===== config.mk =====
export PLATFORM = sky130hd
export DESIGN_NAME = ssp_port_pins
export DESIGN_NICKNAME = d
export VERILOG_FILES = /design/src/ssp_pkg.sv /design/src/ssp_pin_sync.sv /design/src/ssp_shift_word.sv /design/src/ssp_port_pins.sv
export VERILOG_INCLUDE_DIRS = /design/src
export SDC_FILE = /design/constraint.sdc
export NUM_CORES = 1
export LEC_CHECK = 0
export BUFFER_PORTS_ARGS = -buffer_cell sky130_fd_sc_hd__buf_2
export CAP_MARGIN = 0
export CORE_ASPECT_RATIO = 0.9
export CORE_UTILIZATION = 52
export DETAILED_ROUTE_END_ITERATION = 12
export PLACE_DENSITY = 0.76
export SLEW_MARGIN = 20
export SYNTH_ARGS = -nofsm -noshare
export SYNTH_HDL_FRONTEND = slang
export SYNTH_SLANG_ARGS = --single-unit
export TNS_END_PERCENT = 50

===== constraint.sdc =====
create_clock -name clk -period 2.8 [get_ports clk]
set_input_delay 0.42 -clock clk [delete_from_list [all_inputs] [get_ports clk]]
set_output_delay 0.42 -clock clk [all_outputs]
set_load 0.005 [all_outputs]

===== src/ssp_map.svh =====
// register map, field positions, reset values and timing of the serial port pin block
`ifndef SSP_MAP_SVH
`define SSP_MAP_SVH

// ----------------------------------------
// register byte offsets
// ----------------------------------------
`define SSP_OFF_PORT_CTRL 8'h00
`define SSP_OFF_PORT_DIR  8'h04
`define SSP_OFF_PORT_DATA 8'h08
`define SSP_OFF_MODE      8'h0C
`define SSP_OFF_TX0       8'h10
`define SSP_OFF_TX1       8'h14
`define SSP_OFF_TX2       8'h18
`define SSP_OFF_RX        8'h1C
`define SSP_OFF_STATUS    8'h20

// ----------------------------------------
// pin indices
// ----------------------------------------
`define SSP_PIN_LINE_A 0
`define SSP_PIN_LINE_B 1
`define SSP_PIN_FS     2
`define SSP_PIN_SCK    3
`define SSP_PIN_RXD    4
`define SSP_PIN_TXD    5
`define SSP_PIN_N      6

// ----------------------------------------
// mode register fields
// ----------------------------------------
`define SSP_MODE_SYNC    0
`define SSP_MODE_SCK_OUT 1
`define SSP_MODE_FS_OUT  2
`define SSP_MODE_RCK_OUT 3
`define SSP_MODE_RFS_OUT 4
`define SSP_MODE_A_FLAG  5
`define SSP_MODE_B_FLAG  6
`define SSP_MODE_EN      7
`define SSP_MODE_STOP    8
`define SSP_MODE_WAIT    9
`define SSP_MODE_FLAG0   10
`define SSP_MODE_FLAG1   11
`define SSP_MODE_DIV_LO  16
`define SSP_MODE_DIV_HI  23
`define SSP_MODE_W       24

// ----------------------------------------
// reset values, widths, timing
// ----------------------------------------
`define SSP_PIN_RESET  6'h00
`define SSP_MODE_RESET 24'h04_0000
`define SSP_WORD_W     8
`define SSP_BIT_LAST   3'h7
// least half period of the bit clock in system cycles
`define SSP_HALF_MIN   8'h03

`endif


===== src/ssp_pkg.sv =====
// types shared by the serial port pin block
package ssp_pkg;
  typedef enum logic [1:0] {
    SSP_IDLE  = 2'b00,
    SSP_SHIFT = 2'b01
  } ssp_frame_t;
endpackage : ssp_pkg


===== src/ssp_pin_sync.sv =====
// two-stage synchronisers and edge detection for the port pins
`timescale 1ns/10ps
`include "ssp_map.svh"
module ssp_pin_sync (
  input  wire logic                   clk,
  input  wire logic                   srst,
  input  wire logic [`SSP_PIN_N-1:0]  pinIn,
  output logic      [`SSP_PIN_N-1:0]  level,
  output logic      [`SSP_PIN_N-1:0]  rise,
  output logic      [`SSP_PIN_N-1:0]  fall
);
  logic [`SSP_PIN_N-1:0] meta;
  logic [`SSP_PIN_N-1:0] prev;

  // ----------------------------------------
  // per-pin stages
  // ----------------------------------------
  genvar i;
  generate
    for (i = 0; i < `SSP_PIN_N; i = i + 1) begin : g_pin
      always_ff @(posedge clk) begin
        if (srst) begin
          meta[i]  <= 1'b0;
          level[i] <= 1'b0;
          prev[i]  <= 1'b0;
        end else begin
          meta[i]  <= pinIn[i];
          level[i] <= meta[i];
          prev[i]  <= level[i];
        end
      end
      assign rise[i] = level[i] & ~prev[i];
      assign fall[i] = ~level[i] & prev[i];
    end
  endgenerate
endmodule : ssp_pin_sync


===== src/ssp_shift_word.sv =====
// one serial shift register, msb first
`timescale 1ns/10ps
`include "ssp_map.svh"
module ssp_shift_word (
  input  wire logic                    clk,
  input  wire logic                    srst,
  input  wire logic                    load,
  input  wire logic                    shift,
  input  wire logic [`SSP_WORD_W-1:0]  loadWord,
  input  wire logic                    serialIn,
  output logic      [`SSP_WORD_W-1:0]  word,
  output logic                         msb
);
  assign msb = word[`SSP_WORD_W-1];

  always_ff @(posedge clk) begin
    if (srst) begin
      word <= '0;
    end else if (load) begin
      word <= loadWord;
    end else if (shift) begin
      word <= {word[`SSP_WORD_W-2:0], serialIn};
    end
  end
endmodule : ssp_shift_word


===== src/ssp_port_pins.sv =====
// serial port pin mux, bit clock, framing and register slave
`timescale 1ns/10ps
`include "ssp_map.svh"
module ssp_port_pins
  import ssp_pkg::*;
(
  input  wire logic                   clk,
  input  wire logic                   srst,
  input  wire logic                   psel,
  input  wire logic                   penable,
  input  wire logic                   pwrite,
  input  wire logic [7:0]             paddr,
  input  wire logic [31:0]            pwdata,
  output logic      [31:0]            prdata,
  output logic                        pready,
  output logic                        pslverr,
  input  wire logic [`SSP_PIN_N-1:0]  pinIn,
  output logic      [`SSP_PIN_N-1:0]  pinOut,
  output logic      [`SSP_PIN_N-1:0]  pinOe
);
  // ----------------------------------------
  // register state
  // ----------------------------------------
  logic [`SSP_PIN_N-1:0]   portControl;
  logic [`SSP_PIN_N-1:0]   pinDir;
  logic [`SSP_PIN_N-1:0]   gpioData;
  logic [`SSP_MODE_W-1:0]  modeCfg;
  logic [`SSP_WORD_W-1:0]  txWord [0:2];
  logic [`SSP_WORD_W-1:0]  rxWord;
  logic                    txEmpty;
  logic                    rxFull;

  function automatic logic regHit(input logic [7:0] a, input logic [7:0] off);
    return a == off;
  endfunction : regHit

  // ----------------------------------------
  // bus decode
  // ----------------------------------------
  wire access  = psel & penable & ~pready;
  wire wrEn    = access & pwrite;
  wire rdEn    = access & ~pwrite;
  wire hitCtrl = regHit(paddr, `SSP_OFF_PORT_CTRL);
  wire hitDir  = regHit(paddr, `SSP_OFF_PORT_DIR);
  wire hitData = regHit(paddr, `SSP_OFF_PORT_DATA);
  wire hitMode = regHit(paddr, `SSP_OFF_MODE);
  wire hitTx0  = regHit(paddr, `SSP_OFF_TX0);
  wire hitTx1  = regHit(paddr, `SSP_OFF_TX1);
  wire hitTx2  = regHit(paddr, `SSP_OFF_TX2);
  wire hitRx   = regHit(paddr, `SSP_OFF_RX);
  wire hitStat = regHit(paddr, `SSP_OFF_STATUS);
  wire anyHit  = hitCtrl | hitDir | hitData | hitMode | hitTx0 | hitTx1
               | hitTx2 | hitRx | hitStat;

  // ----------------------------------------
  // pin synchronisers
  // ----------------------------------------
  logic [`SSP_PIN_N-1:0] pinLevel;
  logic [`SSP_PIN_N-1:0] pinRise;
  logic [`SSP_PIN_N-1:0] pinFall;

  ssp_pin_sync u_sync (
    .clk   (clk),
    .srst  (srst),
    .pinIn (pinIn),
    .level (pinLevel),
    .rise  (pinRise),
    .fall  (pinFall)
  );

  // ----------------------------------------
  // mode decode
  // ----------------------------------------
  wire syncMode = modeCfg[`SSP_MODE_SYNC];
  wire sckOut   = modeCfg[`SSP_MODE_SCK_OUT];
  wire fsOut    = modeCfg[`SSP_MODE_FS_OUT];
  wire rckOut   = modeCfg[`SSP_MODE_RCK_OUT];
  wire rfsOut   = modeCfg[`SSP_MODE_RFS_OUT];
  wire aFlag    = modeCfg[`SSP_MODE_A_FLAG];
  wire bFlag    = modeCfg[`SSP_MODE_B_FLAG];
  wire stopped  = modeCfg[`SSP_MODE_STOP];
  wire running  = modeCfg[`SSP_MODE_EN] & ~stopped;
  wire [7:0] divField = modeCfg[`SSP_MODE_DIV_HI:`SSP_MODE_DIV_LO];
  // own clock never below six cycles
  wire [7:0] halfDiv  = (divField < `SSP_HALF_MIN) ? `SSP_HALF_MIN : divField;

  // ----------------------------------------
  // internal bit clock divider
  // ----------------------------------------
  logic [7:0] divCnt;
  logic       intSck;
  wire        divTick = running & (divCnt == halfDiv - 8'h01);
  wire        intRise = divTick & ~intSck;
  wire        intFall = divTick & intSck;

  always_ff @(posedge clk) begin
    if (srst | ~running) begin
      divCnt <= 8'h00;
      intSck <= 1'b0;
    end else if (divTick) begin
      divCnt <= 8'h00;
      intSck <= ~intSck;
    end else begin
      divCnt <= divCnt + 8'h01;
    end
  end

  // ----------------------------------------
  // clock and frame sync selection
  // ----------------------------------------
  logic fsInt;
  wire txRise = running & (sckOut ? intRise : pinRise[`SSP_PIN_SCK]);
  wire txFall = running & (sckOut ? intFall : pinFall[`SSP_PIN_SCK]);
  wire rxFallA = rckOut ? intFall : pinFall[`SSP_PIN_LINE_A];
  wire rxFall = running & (syncMode ? txFall : rxFallA);
  wire txFs   = fsOut ? 1'b1 : pinLevel[`SSP_PIN_FS];
  // receive frame sync on line b
  wire rxFsA  = rfsOut ? fsInt : pinLevel[`SSP_PIN_LINE_B];
  wire rxFs   = syncMode ? (fsOut ? fsInt : pinLevel[`SSP_PIN_FS]) : rxFsA;

  // ----------------------------------------
  // transmit framing
  // ----------------------------------------
  ssp_frame_t txState;
  logic [2:0] txBit;
  wire        txActive = (txState == SSP_SHIFT);
  wire        txLast   = txActive & (txBit == `SSP_BIT_LAST);
  wire        txStart  = txRise & txFs & (~txActive | txLast);
  wire        txShift  = txRise & txActive & ~txLast;
  logic [2:0] txMsb;

  always_ff @(posedge clk) begin
    if (srst) begin
      txState <= SSP_IDLE;
      txBit   <= 3'h0;
      fsInt   <= 1'b0;
    end else if (txStart) begin
      txState <= SSP_SHIFT;
      txBit   <= 3'h0;
      fsInt   <= fsOut;
    end else if (txRise) begin
      fsInt <= 1'b0;
      if (txLast) begin
        txState <= SSP_IDLE;
      end else if (txActive) begin
        txBit <= txBit + 3'h1;
      end
    end
  end

  genvar t;
  generate
    for (t = 0; t < 3; t = t + 1) begin : g_tx
      ssp_shift_word u_tx (
        .clk      (clk),
        .srst     (srst),
        .load     (txStart),
        .shift    (txShift),
        .loadWord (txWord[t]),
        .serialIn (1'b0),
        .word     (),
        .msb      (txMsb[t])
      );
    end
  endgenerate

  // ----------------------------------------
  // receive framing
  // ----------------------------------------
  ssp_frame_t rxState;
  logic [2:0] rxBit;
  logic [`SSP_WORD_W-1:0] rxShWord;
  wire rxActive = (rxState == SSP_SHIFT);
  wire rxTake   = rxFall & (rxActive | rxFs);
  wire rxDone   = rxFall & rxActive & (rxBit == `SSP_BIT_LAST);

  ssp_shift_word u_rx (
    .clk      (clk),
    .srst     (srst),
    .load     (1'b0),
    .shift    (rxTake),
    .loadWord ('0),
    .serialIn (pinLevel[`SSP_PIN_RXD]),
    .word     (rxShWord),
    .msb      ()
  );

  always_ff @(posedge clk) begin
    if (srst) begin
      rxState <= SSP_IDLE;
      rxBit   <= 3'h0;
    end else if (rxDone) begin
      rxState <= SSP_IDLE;
    end else if (rxTake) begin
      rxState <= SSP_SHIFT;
      rxBit   <= rxActive ? rxBit + 3'h1 : 3'h1;
    end
  end

  // ----------------------------------------
  // register writes and flags
  // ----------------------------------------
  always_ff @(posedge clk) begin
    if (srst) begin
      portControl <= `SSP_PIN_RESET;
      pinDir      <= `SSP_PIN_RESET;
      gpioData    <= `SSP_PIN_RESET;
      modeCfg     <= `SSP_MODE_RESET;
    end else if (wrEn) begin
      if (hitCtrl) portControl <= pwdata[`SSP_PIN_N-1:0];
      if (hitDir)  pinDir      <= pwdata[`SSP_PIN_N-1:0];
      if (hitData) gpioData    <= pwdata[`SSP_PIN_N-1:0];
      if (hitMode) modeCfg     <= pwdata[`SSP_MODE_W-1:0];
    end
  end

  always_ff @(posedge clk) begin
    if (srst) begin
      txWord[0] <= '0;
      txWord[1] <= '0;
      txWord[2] <= '0;
    end else if (wrEn) begin
      if (hitTx0) txWord[0] <= pwdata[`SSP_WORD_W-1:0];
      if (hitTx1) txWord[1] <= pwdata[`SSP_WORD_W-1:0];
      if (hitTx2) txWord[2] <= pwdata[`SSP_WORD_W-1:0];
    end
  end

  // set wins over clear on both flags
  always_ff @(posedge clk) begin
    if (srst) begin
      txEmpty <= 1'b1;
      rxFull  <= 1'b0;
      rxWord  <= '0;
    end else begin
      if (txStart) txEmpty <= 1'b1;
      else if (wrEn & hitTx0) txEmpty <= 1'b0;
      if (rxDone) begin
        rxFull <= 1'b1;
        rxWord <= {rxShWord[`SSP_WORD_W-2:0], pinLevel[`SSP_PIN_RXD]};
      end else if (rdEn & hitRx) begin
        rxFull <= 1'b0;
      end
    end
  end

  // ----------------------------------------
  // read mux and bus answer
  // ----------------------------------------
  wire [31:0] statWord = {18'h0_0000, pinLevel, 4'h0, rxActive, txActive, rxFull, txEmpty};
  wire [31:0] readWord =
      hitCtrl ? {26'h000_0000, portControl} :
      hitDir  ? {26'h000_0000, pinDir} :
      hitData ? {26'h000_0000, pinLevel} :
      hitMode ? {8'h00, modeCfg} :
      hitTx0  ? {24'h00_0000, txWord[0]} :
      hitTx1  ? {24'h00_0000, txWord[1]} :
      hitTx2  ? {24'h00_0000, txWord[2]} :
      hitRx   ? {24'h00_0000, rxWord} :
      hitStat ? statWord : 32'h0000_0000;

  // one wait state, answer registered
  always_ff @(posedge clk) begin
    if (srst) begin
      pready  <= 1'b0;
      pslverr <= 1'b0;
      prdata  <= 32'h0000_0000;
    end else begin
      pready  <= access;
      pslverr <= access & ~anyHit;
      prdata  <= rdEn ? readWord : 32'h0000_0000;
    end
  end

  // ----------------------------------------
  // serial function per pin
  // ----------------------------------------
  logic [`SSP_PIN_N-1:0] fnOut;
  logic [`SSP_PIN_N-1:0] fnOe;
  // line a as transmitter one or flag
  wire aSyncOut = aFlag ? modeCfg[`SSP_MODE_FLAG0] : txMsb[1];
  wire aSyncOe  = aFlag ? pinDir[`SSP_PIN_LINE_A] : txActive;
  // line b as transmitter two or flag
  wire bSyncOut = bFlag ? modeCfg[`SSP_MODE_FLAG1] : txMsb[2];
  wire bSyncOe  = bFlag ? pinDir[`SSP_PIN_LINE_B] : txActive;

  // async line a is receive clock
  assign fnOut[`SSP_PIN_LINE_A] = syncMode ? aSyncOut : intSck;
  assign fnOe[`SSP_PIN_LINE_A]  = syncMode ? aSyncOe : rckOut;
  // async line b is receive frame sync
  assign fnOut[`SSP_PIN_LINE_B] = syncMode ? bSyncOut : fsInt;
  assign fnOe[`SSP_PIN_LINE_B]  = syncMode ? bSyncOe : rfsOut;
  assign fnOut[`SSP_PIN_FS]     = fsInt;
  assign fnOe[`SSP_PIN_FS]      = fsOut;
  assign fnOut[`SSP_PIN_SCK]    = intSck;
  assign fnOe[`SSP_PIN_SCK]     = sckOut;
  assign fnOut[`SSP_PIN_RXD]    = 1'b0;
  assign fnOe[`SSP_PIN_RXD]     = 1'b0;
  assign fnOut[`SSP_PIN_TXD]    = txMsb[0];
  assign fnOe[`SSP_PIN_TXD]     = txActive;

  wire [`SSP_PIN_N-1:0] nextPinOut = (portControl & fnOut) | (~portControl & gpioData);
  wire [`SSP_PIN_N-1:0] nextPinOe  = (portControl & fnOe) | (~portControl & pinDir);

  // wait bit has no effect on pins
  always_ff @(posedge clk) begin
    if (srst) begin
      pinOut <= `SSP_PIN_RESET;
      pinOe  <= `SSP_PIN_RESET;
    end else if (stopped) begin
      pinOe <= `SSP_PIN_RESET;
    end else begin
      pinOut <= nextPinOut;
      pinOe  <= nextPinOe;
    end
  end
endmodule : ssp_port_pins


* Yosys cells after proc, flatten, opt, wreduce, memory -nomap -nowiden
Memory sizes are Yosys's and may differ from the RTL's.
Cells that the tools add are included.
** Word-level totals
- Output and inout port bits :: 46
- Bits of input ports :: 51
- Word-level logic and storage cells :: 191
- Register bits :: 161
- Memories kept :: 1
- Bits in writable memories :: 24
** Cells by class
- Magnitude comparators :: 1
- Equality and inequality tests :: 11
- Add/subtract/negate cells :: 4
- Bitwise operators :: 59
- Reduce and logical (&&, ||, !) cells :: 19
- Mux-type cells :: 57
** Memories
- txWord :: depth 3, bits a word 8, rd ports 3, clocked after memory_dff 0, write ports 3, RTL line ssp_port_pins.sv:28 : logic [`SSP_WORD_W-1:0] txWord [0:2];
** Operators by type and width (number)
- $mux 8 :: 10
- $mux 14 :: 5
- $mux 1 :: 37
- $eq 8x5->1 const B :: 4
- $and 1x1->1 :: 25
- $and 6x6->6 :: 4
- $mux 24 :: 1
- $mux 6 :: 3
- $eq 8x4->1 const B :: 2
- $or 1x1->1 :: 14
- $not 1->1 :: 13
- $or 6x6->6 :: 2
- $reduce_and 2->1 :: 6
- $reduce_or 10->1 :: 1
- $reduce_or 2->1 :: 5
- $add 8x1->8 const B :: 1
- $eq 8x3->1 const B :: 1
- $eq 8x6->1 const B :: 1
- $eq 8x8->1 :: 1
- $logic_not 8->1 :: 1
- $lt 8x2->1 const B :: 1
- $reduce_bool 2->1 :: 4
- $sub 8x1->8 const B :: 1
- $add 3x1->3 const B :: 2
- other kinds (5) :: 6

* Longest topological paths before layout
Gate-level depths: netlist (run 1).
- Depth in word-level cells :: 14
- Gate-level depth with buffers :: 11
- Depth with buffers taken out :: 10

* Cells and area by module
Synthesis (run 1) repeated with hierarchy kept, for this count alone.
** Second synthesis, totals
- Cell total of the unflattened synthesis :: 804
- Area total of the unflattened synthesis :: 7792.5 µm²
** By module, submodules not included
- ssp_port_pins :: sequential area each 2882.8 µm², cells an instance 611, times used 1, area an instance 5721.7 µm²
- ssp_shift_word :: sequential area each 160.2 µm², cells an instance 36, times used 4, area an instance 376.6 µm²
- ssp_pin_sync :: sequential area each 360.3 µm², cells an instance 49, times used 1, area an instance 564.3 µm²

* Worst setup path before layout (run 1)
No wires, ideal clock.
- Kind :: reg2reg
- Start :: register modeCfg[19]
- End :: register txState[0]
- Arrival :: 2702 ps
- Setup slack :: -19 ps
- Required time :: 2683 ps
- Stages on the path, launching flop included :: 12
- Cell sequence :: dfxtp_1 > nor4_2 > a21oi_1 > ha_1 > nor2b_1 > a21o_1 > a211oi_1 > o2111ai_2 > o22ai_1 > buf_4 > nand2_1 > a32o_1
** Between the ends
- Longest elaborated chain between the ends :: 12
- Elaborated cells on any way between the ends :: 14
- Those cells by class :: add/sub: 1; order compare: 1; eq/ne: 1; mux: 3; bitwise: 5; reduce/logical: 3
** RTL lines
- from (decl) :: RTL line ssp_port_pins.sv:27 : logic [`SSP_MODE_W-1:0] modeCfg;
- from (signal assigned) :: RTL line ssp_port_pins.sv:208 : modeCfg <= `SSP_MODE_RESET;
- from (signal assigned) :: RTL line ssp_port_pins.sv:213 : if (hitMode) modeCfg <= pwdata[`SSP_MODE_W-1:0];
- $lt 8x2->1 (no line)
- $mux 8 * :: RTL line ssp_port_pins.sv:85 : wire [7:0] halfDiv = (divField < `SSP_HALF_MIN) ? `SSP_HALF_MIN : divField;
- $sub 8x1->8 * :: RTL line ssp_port_pins.sv:92 : wire divTick = running & (divCnt == halfDiv - 8'h01);
- $eq 8x8->1 * :: RTL line ssp_port_pins.sv:92
- $and 1x1->1 * :: RTL line ssp_port_pins.sv:92
- $and 1x1->1 * :: RTL line ssp_port_pins.sv:93 : wire intRise = divTick & ~intSck;
- $mux 1 * :: RTL line ssp_port_pins.sv:112 : wire txRise = running & (sckOut ? intRise : pinRise[`SSP_PIN_SCK]);
- $and 1x1->1 * :: RTL line ssp_port_pins.sv:112
- $and 1x1->1 (2 in a row) :: RTL line ssp_port_pins.sv:128 : wire txStart = txRise & txFs & (~txActive | txLast);
- $reduce_bool 2->1 (no line)
- $reduce_and 2->1 (no line)
- to (signal assigned) :: RTL line ssp_port_pins.sv:134 : txState <= SSP_IDLE;
- to (signal assigned) :: RTL line ssp_port_pins.sv:138 : txState <= SSP_SHIFT;
- to (signal assigned) :: RTL line ssp_port_pins.sv:144 : txState <= SSP_IDLE;
- to (decl) :: RTL line ssp_port_pins.sv:124 : ssp_frame_t txState;
Mark *: on every way between the ends. The rest lies on a longest branch, timed or not.
A chain may end at the register's enable or synchronous reset.

* Worst setup path after layout (run 1)
- Start :: register modeCfg[22]
- End :: register rxBit[2]
** Between the ends
- Longest elaborated chain between the ends :: 14
- Elaborated cells on any way between the ends :: 16
- Those cells by class :: add/sub: 1; order compare: 1; eq/ne: 1; mux: 4; bitwise: 8; reduce/logical: 1
** RTL lines
- $lt 8x2->1 (no line)
- $mux 8 * :: RTL line ssp_port_pins.sv:85
- $sub 8x1->8 * :: RTL line ssp_port_pins.sv:92
- $eq 8x8->1 * :: RTL line ssp_port_pins.sv:92
- $and 1x1->1 * :: RTL line ssp_port_pins.sv:92
- $and 1x1->1 * :: RTL line ssp_port_pins.sv:94 : wire intFall = divTick & intSck;
- $mux 1 :: RTL line ssp_port_pins.sv:113 : wire txFall = running & (sckOut ? intFall : pinFall[`SSP_PIN_SCK]);
- $and 1x1->1 :: RTL line ssp_port_pins.sv:113
- $mux 1 * :: RTL line ssp_port_pins.sv:115 : wire rxFall = running & (syncMode ? txFall : rxFallA);
- $and 1x1->1 * :: RTL line ssp_port_pins.sv:115
- $and 1x1->1 (2 in a row) :: RTL line ssp_port_pins.sv:175 : wire rxDone = rxFall & rxActive & (rxBit == `SSP_BIT_LAST);
- $not 1->1 (no line)
- $reduce_and 2->1 (no line) *
- to (signal assigned) :: RTL line ssp_port_pins.sv:196 : rxBit <= rxActive ? rxBit + 3'h1 : 3'h1;
- to (decl) :: RTL line ssp_port_pins.sv:171 : logic [2:0] rxBit;
Marked as above.

==> results of run 1 <==
registers in the layout, summed over array words and instances, names as in the netlist, 2 cells and up:
register / cells
u_sync.prev: 2
pinOut: 6
pinDir: 6
u_rx.word: 7
rxBit: 3
divCnt: 8
txBit: 3
rxWord: 8
portControl: 6
txWord: 24
u_sync.level: 6
pinOe: 6
g_tx.u_tx.word: 24
u_sync.meta: 6
modeCfg: 24
prdata: 24
gpioData: 6
layout by cell type, fill, tap and decap left out, types with 7 or more instances in the layout:
cell type and instances:
conb_1 8, mux2i_1 45, buf_4 29, clkbuf_16 19, a21oi_1 72, xor2_1 7
nor2_1 79, o22ai_1 24, o21a_1 21, mux4_2 7, buf_6 7, nand2_1 75
nor3_1 11, buf_2 79, edfxtp_1 24, and2_1 18, xnor2_1 9, nor2b_1 18
inv_1 17, nand3_1 19, dfxtp_1 152, o21ai_0 14
cells by family (layout without fill, tap and decap cells):
logic type               Yosys count  count (layout)
multiplexers                      53              53
AO/OA/AOI/OAI                    180             180
adder cells (fa/ha/maj)            6               6
AND/OR/NAND/NOR                  256             256
XOR/XNOR                          18              18
buffers and inverters             68             164
flip-flops                       177             177
other                              1               8
power by group:
| part | internal (mW) | total, mW | switching [mW] |
|---|---|---|---|
| logic | 0.0659 | 0.186 | 0.120 |
| registers | 2.59 | 2.61 | 0.0148 |
| clock network | 1.27 | 2.26 | 0.995 |
| total | 3.93 | 5.06 | 1.13 |
cell usage after synthesis (all sizes together), types with 2 or more instances:
library cell	instances
a211oi	6
inv	17
o22ai	25
nor2	80
o21ai	23
or3	3
ha	6
nor4b	2
nand3	20
nor4	4
and2	19
or2	2
clkbuf	34
nor3	11
nand4	6
nor2b	18
dfxtp	153
o21a	21
a22o	6
xor2	8
a21oi	77
a32o	2
nor3b	2
nand2b	6
buf	17
mux4	7
a31oi	2
nand2	76
a22oi	6
a2111oi	3
mux2i	45
edfxtp	24
and3	3
xnor2	9
worst paths after layout:
kind	from	to	cells after the start
setup / recovery	modeCfg[22]	rxBit[2]	10
hold / removal	pinIn[4]	u_sync.meta[4]	2
setup reg to reg	modeCfg[22]	rxBit[2]	10
hold reg to reg	u_sync.meta[5]	u_sync.level[5]	1
critical path, stage by stage, from the launching register on:
cell      delay (ns)
dfxtp_4         0.36
nor4_4          0.38
a21oi_2         0.12
ha_1            0.33
xor2_2          0.15
nand3_2         0.13
a211oi_4        0.31
o2111a_1        0.29
o21ai_2         0.09
or4b_4          0.49
a31oi_1         0.16
layer usage:
| metal | vias up | track usage |
|---|---|---|
| li1 | 2832 | - |
| met5 | - | 0 |
| met4 | 0 | 0.0992 |
| met1 | 2891 | 0.332 |
| met3 | 39 | 0.0701 |
| met2 | 255 | 0.436 |
timing repair:
| action | 4_1_cts | 5_1_grt |
|---|---|---|
| endpoints found under the setup margin | 30 | 40 |
| gates resized for setup | 2 | 24 |
| hold endpoints to repair | 0 | 0 |
| pin swaps | 2 | 11 |
| buffers inserted | 1 | 3 |
layout make-up:
type,count,area [sq um]
clock buffers,21,493
clock inverters,11,75.1
fillers,1077,4860
inverters,17,63.8
multi-input cells,521,3330
flip-flops and latches,177,3790
well taps,168,210
repair buffers,115,692
==> metrics.txt, run 1 <==
final layout net count=906; largest family of logic cells by synthesized area=simple AND/OR/NAND/NOR gates; CTS tree=done; Seq cells post-synth=177; Slew Limit Fails=0; share of cells above drive strength 1=0.209; xor/xnor share of the synthesized area=0.0235; hold buffer count at cts=0; Max Cap Violations=0; Non-Filler Instances=1,030; clk root buf=clkbuf_16; clk slew on worst S/H paths=0.07 ns; share of the synthesized area in the top cell type=0.420; Layout Area Growth over Synthesis=18.6%; Antenna diodes=0; final hold slack=0.196 ns; startpoint types=flip-flop; Sink Count=177; Post-synth ARST share=0; Syn Std Cell Area=7290 sq um; Core Util, Final=0.640; Synth cell types=61; CP Data Required Time=3.16 ns; placed insts=994; 1st-pass router iterations=5; unrepaired setup endpoints after global routing=yes; routed via count=6,017; Slew @ Worst Pin=0.957 ns; DRT Wirelength=18,400 microns; Post-synth EDFFs=24; core area=13,500 sq um; met1 wire length=7880 microns; Period minus WS final=2.87 ns; DR top layer=met4; Iteration-0 DRC Markers=494; Adder-Cell Fraction of Synth Area=0.0103; Main synth FF type=dfxtp_1; wire length on met2=8840 microns; Synth Area per Inst=9.61 sq um; Post-DP HPWL=12,500 microns; failing checks=setup timing; PortBufs=80; Die H=114 microns; met3 routed WL=1200 microns; Max Root-Sink Buffers=2; Num CTS Buffers=17; VDD IR max=436 uV; setup TNS=-0.274 ns; initial antenna violation count=0; Residual DRC=0; Placement Cell Area=7940 sq um; Leak=3.54 nW; multiplexer share of the synthesized area=0.0849; Final Instance Area=8650 sq um; grt ovf=0; wire per inst=17.9 microns; Std-Cell Rows=40; vias per std cell=5.84; Simple-Gate Fraction of Synth Area=0.166; register area share after synthesis=0.519; max frequency=348 MHz; ANT nets after route=0; Worst Path Max Fanout=4; vias in the first global route=5,731; first-pass GRT wire length=29,100 microns; pre-CTS WS=-0.0459 ns; final hold vios=0; Crit. End Element=flip-flop; post-synthesis compound-gate area fraction=0.154; setup violators final=19; CP arrival=3.23 ns; GR Util All Layers=0.263; PwrDens=584 nW/um^2; Slew HR=0.362; worst skew pair latency=0.44 ns; top cells by area, synth=dfxtp_1 (42%), edfxtp_1 (9.9%), mux2i_1 (6.2%); CP Class=flip-flop to flip-flop; Post-Syn Instances=759; # H-tree levels=4; warnings from Yosys=0; GPL Wtd Cong=0.888; cell taking the most area after synthesis=dfxtp_1; largest net degree at the start of global routing=95; hold crit path type=primary input to flip-flop; Final period util=1.03; DIE WIDTH=127 microns; setup ws final=-0.0708 ns; I/O Pins=97; initial core utilization=0.540; status=finished, violations left; FF-to-FF setup slack=-0.07 ns; die area=14,500 sq um; Power Total=5.06 mW; Post-Route Skew=0.00673 ns
No activity file was read; power rests on OpenSTA's default activity.
==> inputs of run 2 (changes only) <==
==> constraint.sdc (replaced) <==
create_clock -name clk -period 2.8 [get_ports clk]
set_input_delay 0.56 -clock clk [delete_from_list [all_inputs] [get_ports clk]]
set_output_delay 0.56 -clock clk [all_outputs]
set_load 0.005 [all_outputs]
==> run 2 against run 1 <==
Effect of this change: the flow now finishes without violations; final cell count is 0.39% higher; core utilization is 0.81 points higher; fmax is 3.4% higher; hold slack better by 0.14 ns; clock-buffer cell count stayed put; critical path type unchanged.
==> metrics.txt, run 2 (synthesized netlist as in run 1, its figures left out) <==
Slew Limit Fails=0 (unchanged); Post-Route Skew=0.00984 ns (+0.00311 ns); DIE WIDTH=127 microns (unchanged); GPL Wtd Cong=0.902 (+1.5%); FF+latch area=3780 sq um (about the same); wire per inst=18.3 microns (+2.0%); Max Cap Violations=0 (unchanged); Non-Filler Instances=1,034 (+0.39%); Period minus WS final=2.78 ns (-0.0932 ns); max frequency=360 MHz (+3.4%); Antenna diodes=0 (unchanged); share of cells above drive strength 1=0.208 (-0.000965); Slew @ Worst Pin=0.709 ns (-0.248 ns); Worst Path Max Fanout=7 (+3); CP Class=flip-flop to flip-flop; # H-tree levels=4 (unchanged); hold crit path type=primary input to flip-flop; Die H=114 microns (unchanged); CP max-delay cell=nor4_4; PwrDens=599 nW/um^2 (+2.6%); Largest stage delay, worst path=0.37 ns (-0.12 ns); multi-input logic area=3310 sq um (-0.64%); final layout net count=910 (+0.44%); vias per std cell=5.80 (-0.70%); Crit. End Element=flip-flop; clk root buf=clkbuf_16; Iteration-0 DRC Markers=579 (+17%); CTS tree=done; Slew HR=0.527 (+0.166); Residual DRC=0 (unchanged); VDD IR max=478 uV (+9.6%); first-pass GRT wire length=29,500 microns (+1.3%); length in cells of the worst reg-to-reg path=12 (+2); die area=14,500 sq um (unchanged); startpoint types=flip-flop; clk slew on worst S/H paths=0.06 ns (about the same); Post-DP HPWL=12,900 microns (+3.0%); most common cell after layout, fill and taps aside=dfxtp_1; Final period util=0.992 (-0.0333); setup violators final=0 (-19); Layout Area Growth over Synthesis=20.1%; ANT nets after route=0 (unchanged); FF-to-FF setup slack=0.02 ns (+0.09 ns); setup ws final=0.0224 ns (+0.0932 ns); critical path cell sequence=nor4_4 -> a21oi_2 -> ha_1 -> xor2_1 -> nand3_2 -> a211oi_4 -> o2111ai_4 -> o22a_1 -> nor2_4 -> buf_12 -> clkbuf_16 -> o21a_1; initial antenna violation count=0 (unchanged); grt ovf=0 (unchanged); Endpoint, Worst Hold=u_sync.meta[4]; Std-Cell Rows=40 (unchanged); vias in the first global route=5,694 (-0.65%); HP Start=pinIn[4]; pre-CTS WS=-0.0968 ns (-0.0509 ns); initial core utilization=0.540 (unchanged); Hold Path Stages=2 (unchanged); status=finished, final reports clean; DRT Wirelength=18,900 microns (+2.4%); placed insts=996 (+0.20%); final hold vios=0 (unchanged); unrepaired setup endpoints after global routing=yes; worst reg2reg path startpoint=modeCfg[19]; Num CTS Buffers=17 (unchanged); fill count=1,052 (-2.3%); CP arrival=3.15 ns (-0.08 ns); capturing point of the worst reg2reg path=g_tx[1].u_tx.word[7]; Core Util, Final=0.648 (+0.00806); Power Total=5.25 mW (+3.9%); largest net degree at the start of global routing=67 (-29%); CP Data Required Time=3.17 ns (about the same); PortBufs=80 (unchanged); I/O Pins=97 (unchanged); routed via count=5,998 (-0.32%); 1st-pass router iterations=4 (-1); Max Root-Sink Buffers=2 (unchanged); most frequent cells in the layout=dfxtp_1 (152), nor2_1 (79), buf_2 (79); worst skew pair latency=0.43 ns (about the same); Leak=3.59 nW (+1.4%); setup TNS=0 ns (+0.274 ns); core area=13,500 sq um (unchanged); GR Util All Layers=0.267 (+0.00334); Sink Count=177 (unchanged)
-- run 2: cell count changes in the layout (fill, tap and decap cells not counted), sizes merged --
cell      delta
buf          +2
bufinv       +3
clkbuf       +2
clkinv       -7
clkinvlp     +1
inv          +3
-- run 2: power breakdown --
part / leakage [nW] / internal (mW) / switching, mW
clock network: 0.300 / 1.46 / 0.996
logic: 1.81 / 0.0665 / 0.120
registers: 1.48 / 2.59 / 0.0152
total: 3.59 / 4.12 / 1.13
-- run 2: worst max path at each step --
stage | cells past startpoint | startpoint | end
6_report | 12 | modeCfg[19] | g_tx[1].u_tx.word[7]
5_1_grt | 11 | modeCfg[19] | txBit[0]
4_1_cts | 11 | modeCfg[19] | rxWord[2]
3_5_place_dp | 11 | modeCfg[19] | txBit[0]
3_3_place_gp | 11 | modeCfg[19] | txBit[0]
2_1_floorplan | 11 | modeCfg[19] | txState[0]
-- run 2: layout make-up --
class	count	area share
clock buffers	21	0.0526
inverters	17	0.00728
well taps	168	0.0240
clock inverters	11	0.0169
multi-input cells	521	0.378
flip-flops and latches	177	0.432
repair buffers	119	0.0895
-- run 2: metrics by stage --
step | hold WS (ns) | instance area (sq um)
5_1_grt | 0.336 | 8760
4_1_cts | 0.324 | 8610
3_5_place_dp | 0.420 | 7990
2_1_floorplan | 0.414 | 7330
6_report | 0.336 | 8760
3_3_place_gp | 0.421 | 7990
-- run 2: worst max-delay path: cells and delay by family (launching register included) --
kind,cells,cell delay [ns]
compound gates,5,0.96
simple gates,3,0.64
flops,1,0.33
fa+ha+maj,1,0.32
buf+inv,2,0.29
xor+xnor,1,0.18
-- run 2: timing repair --
item	4_1_cts	5_1_grt
gates cloned	0	2
hold buffers	0	0
pin swaps	0	7
resized for setup	1	14
setup buffers	0	4
endpoints found under the setup margin	36	40
-- run 2: per-layer routing --
metal / part of all wire / vias to the layer above / routed length (microns) / GRT usage
met5: 0 / - / 0 / 0
met4: 0.025 / 0 / 468 / 0.114
met3: 0.062 / 36 / 1160 / 0.0500
met2: 0.48 / 221 / 9060 / 0.440
met1: 0.43 / 2889 / 8190 / 0.345
li1: - / 2852 / - / -
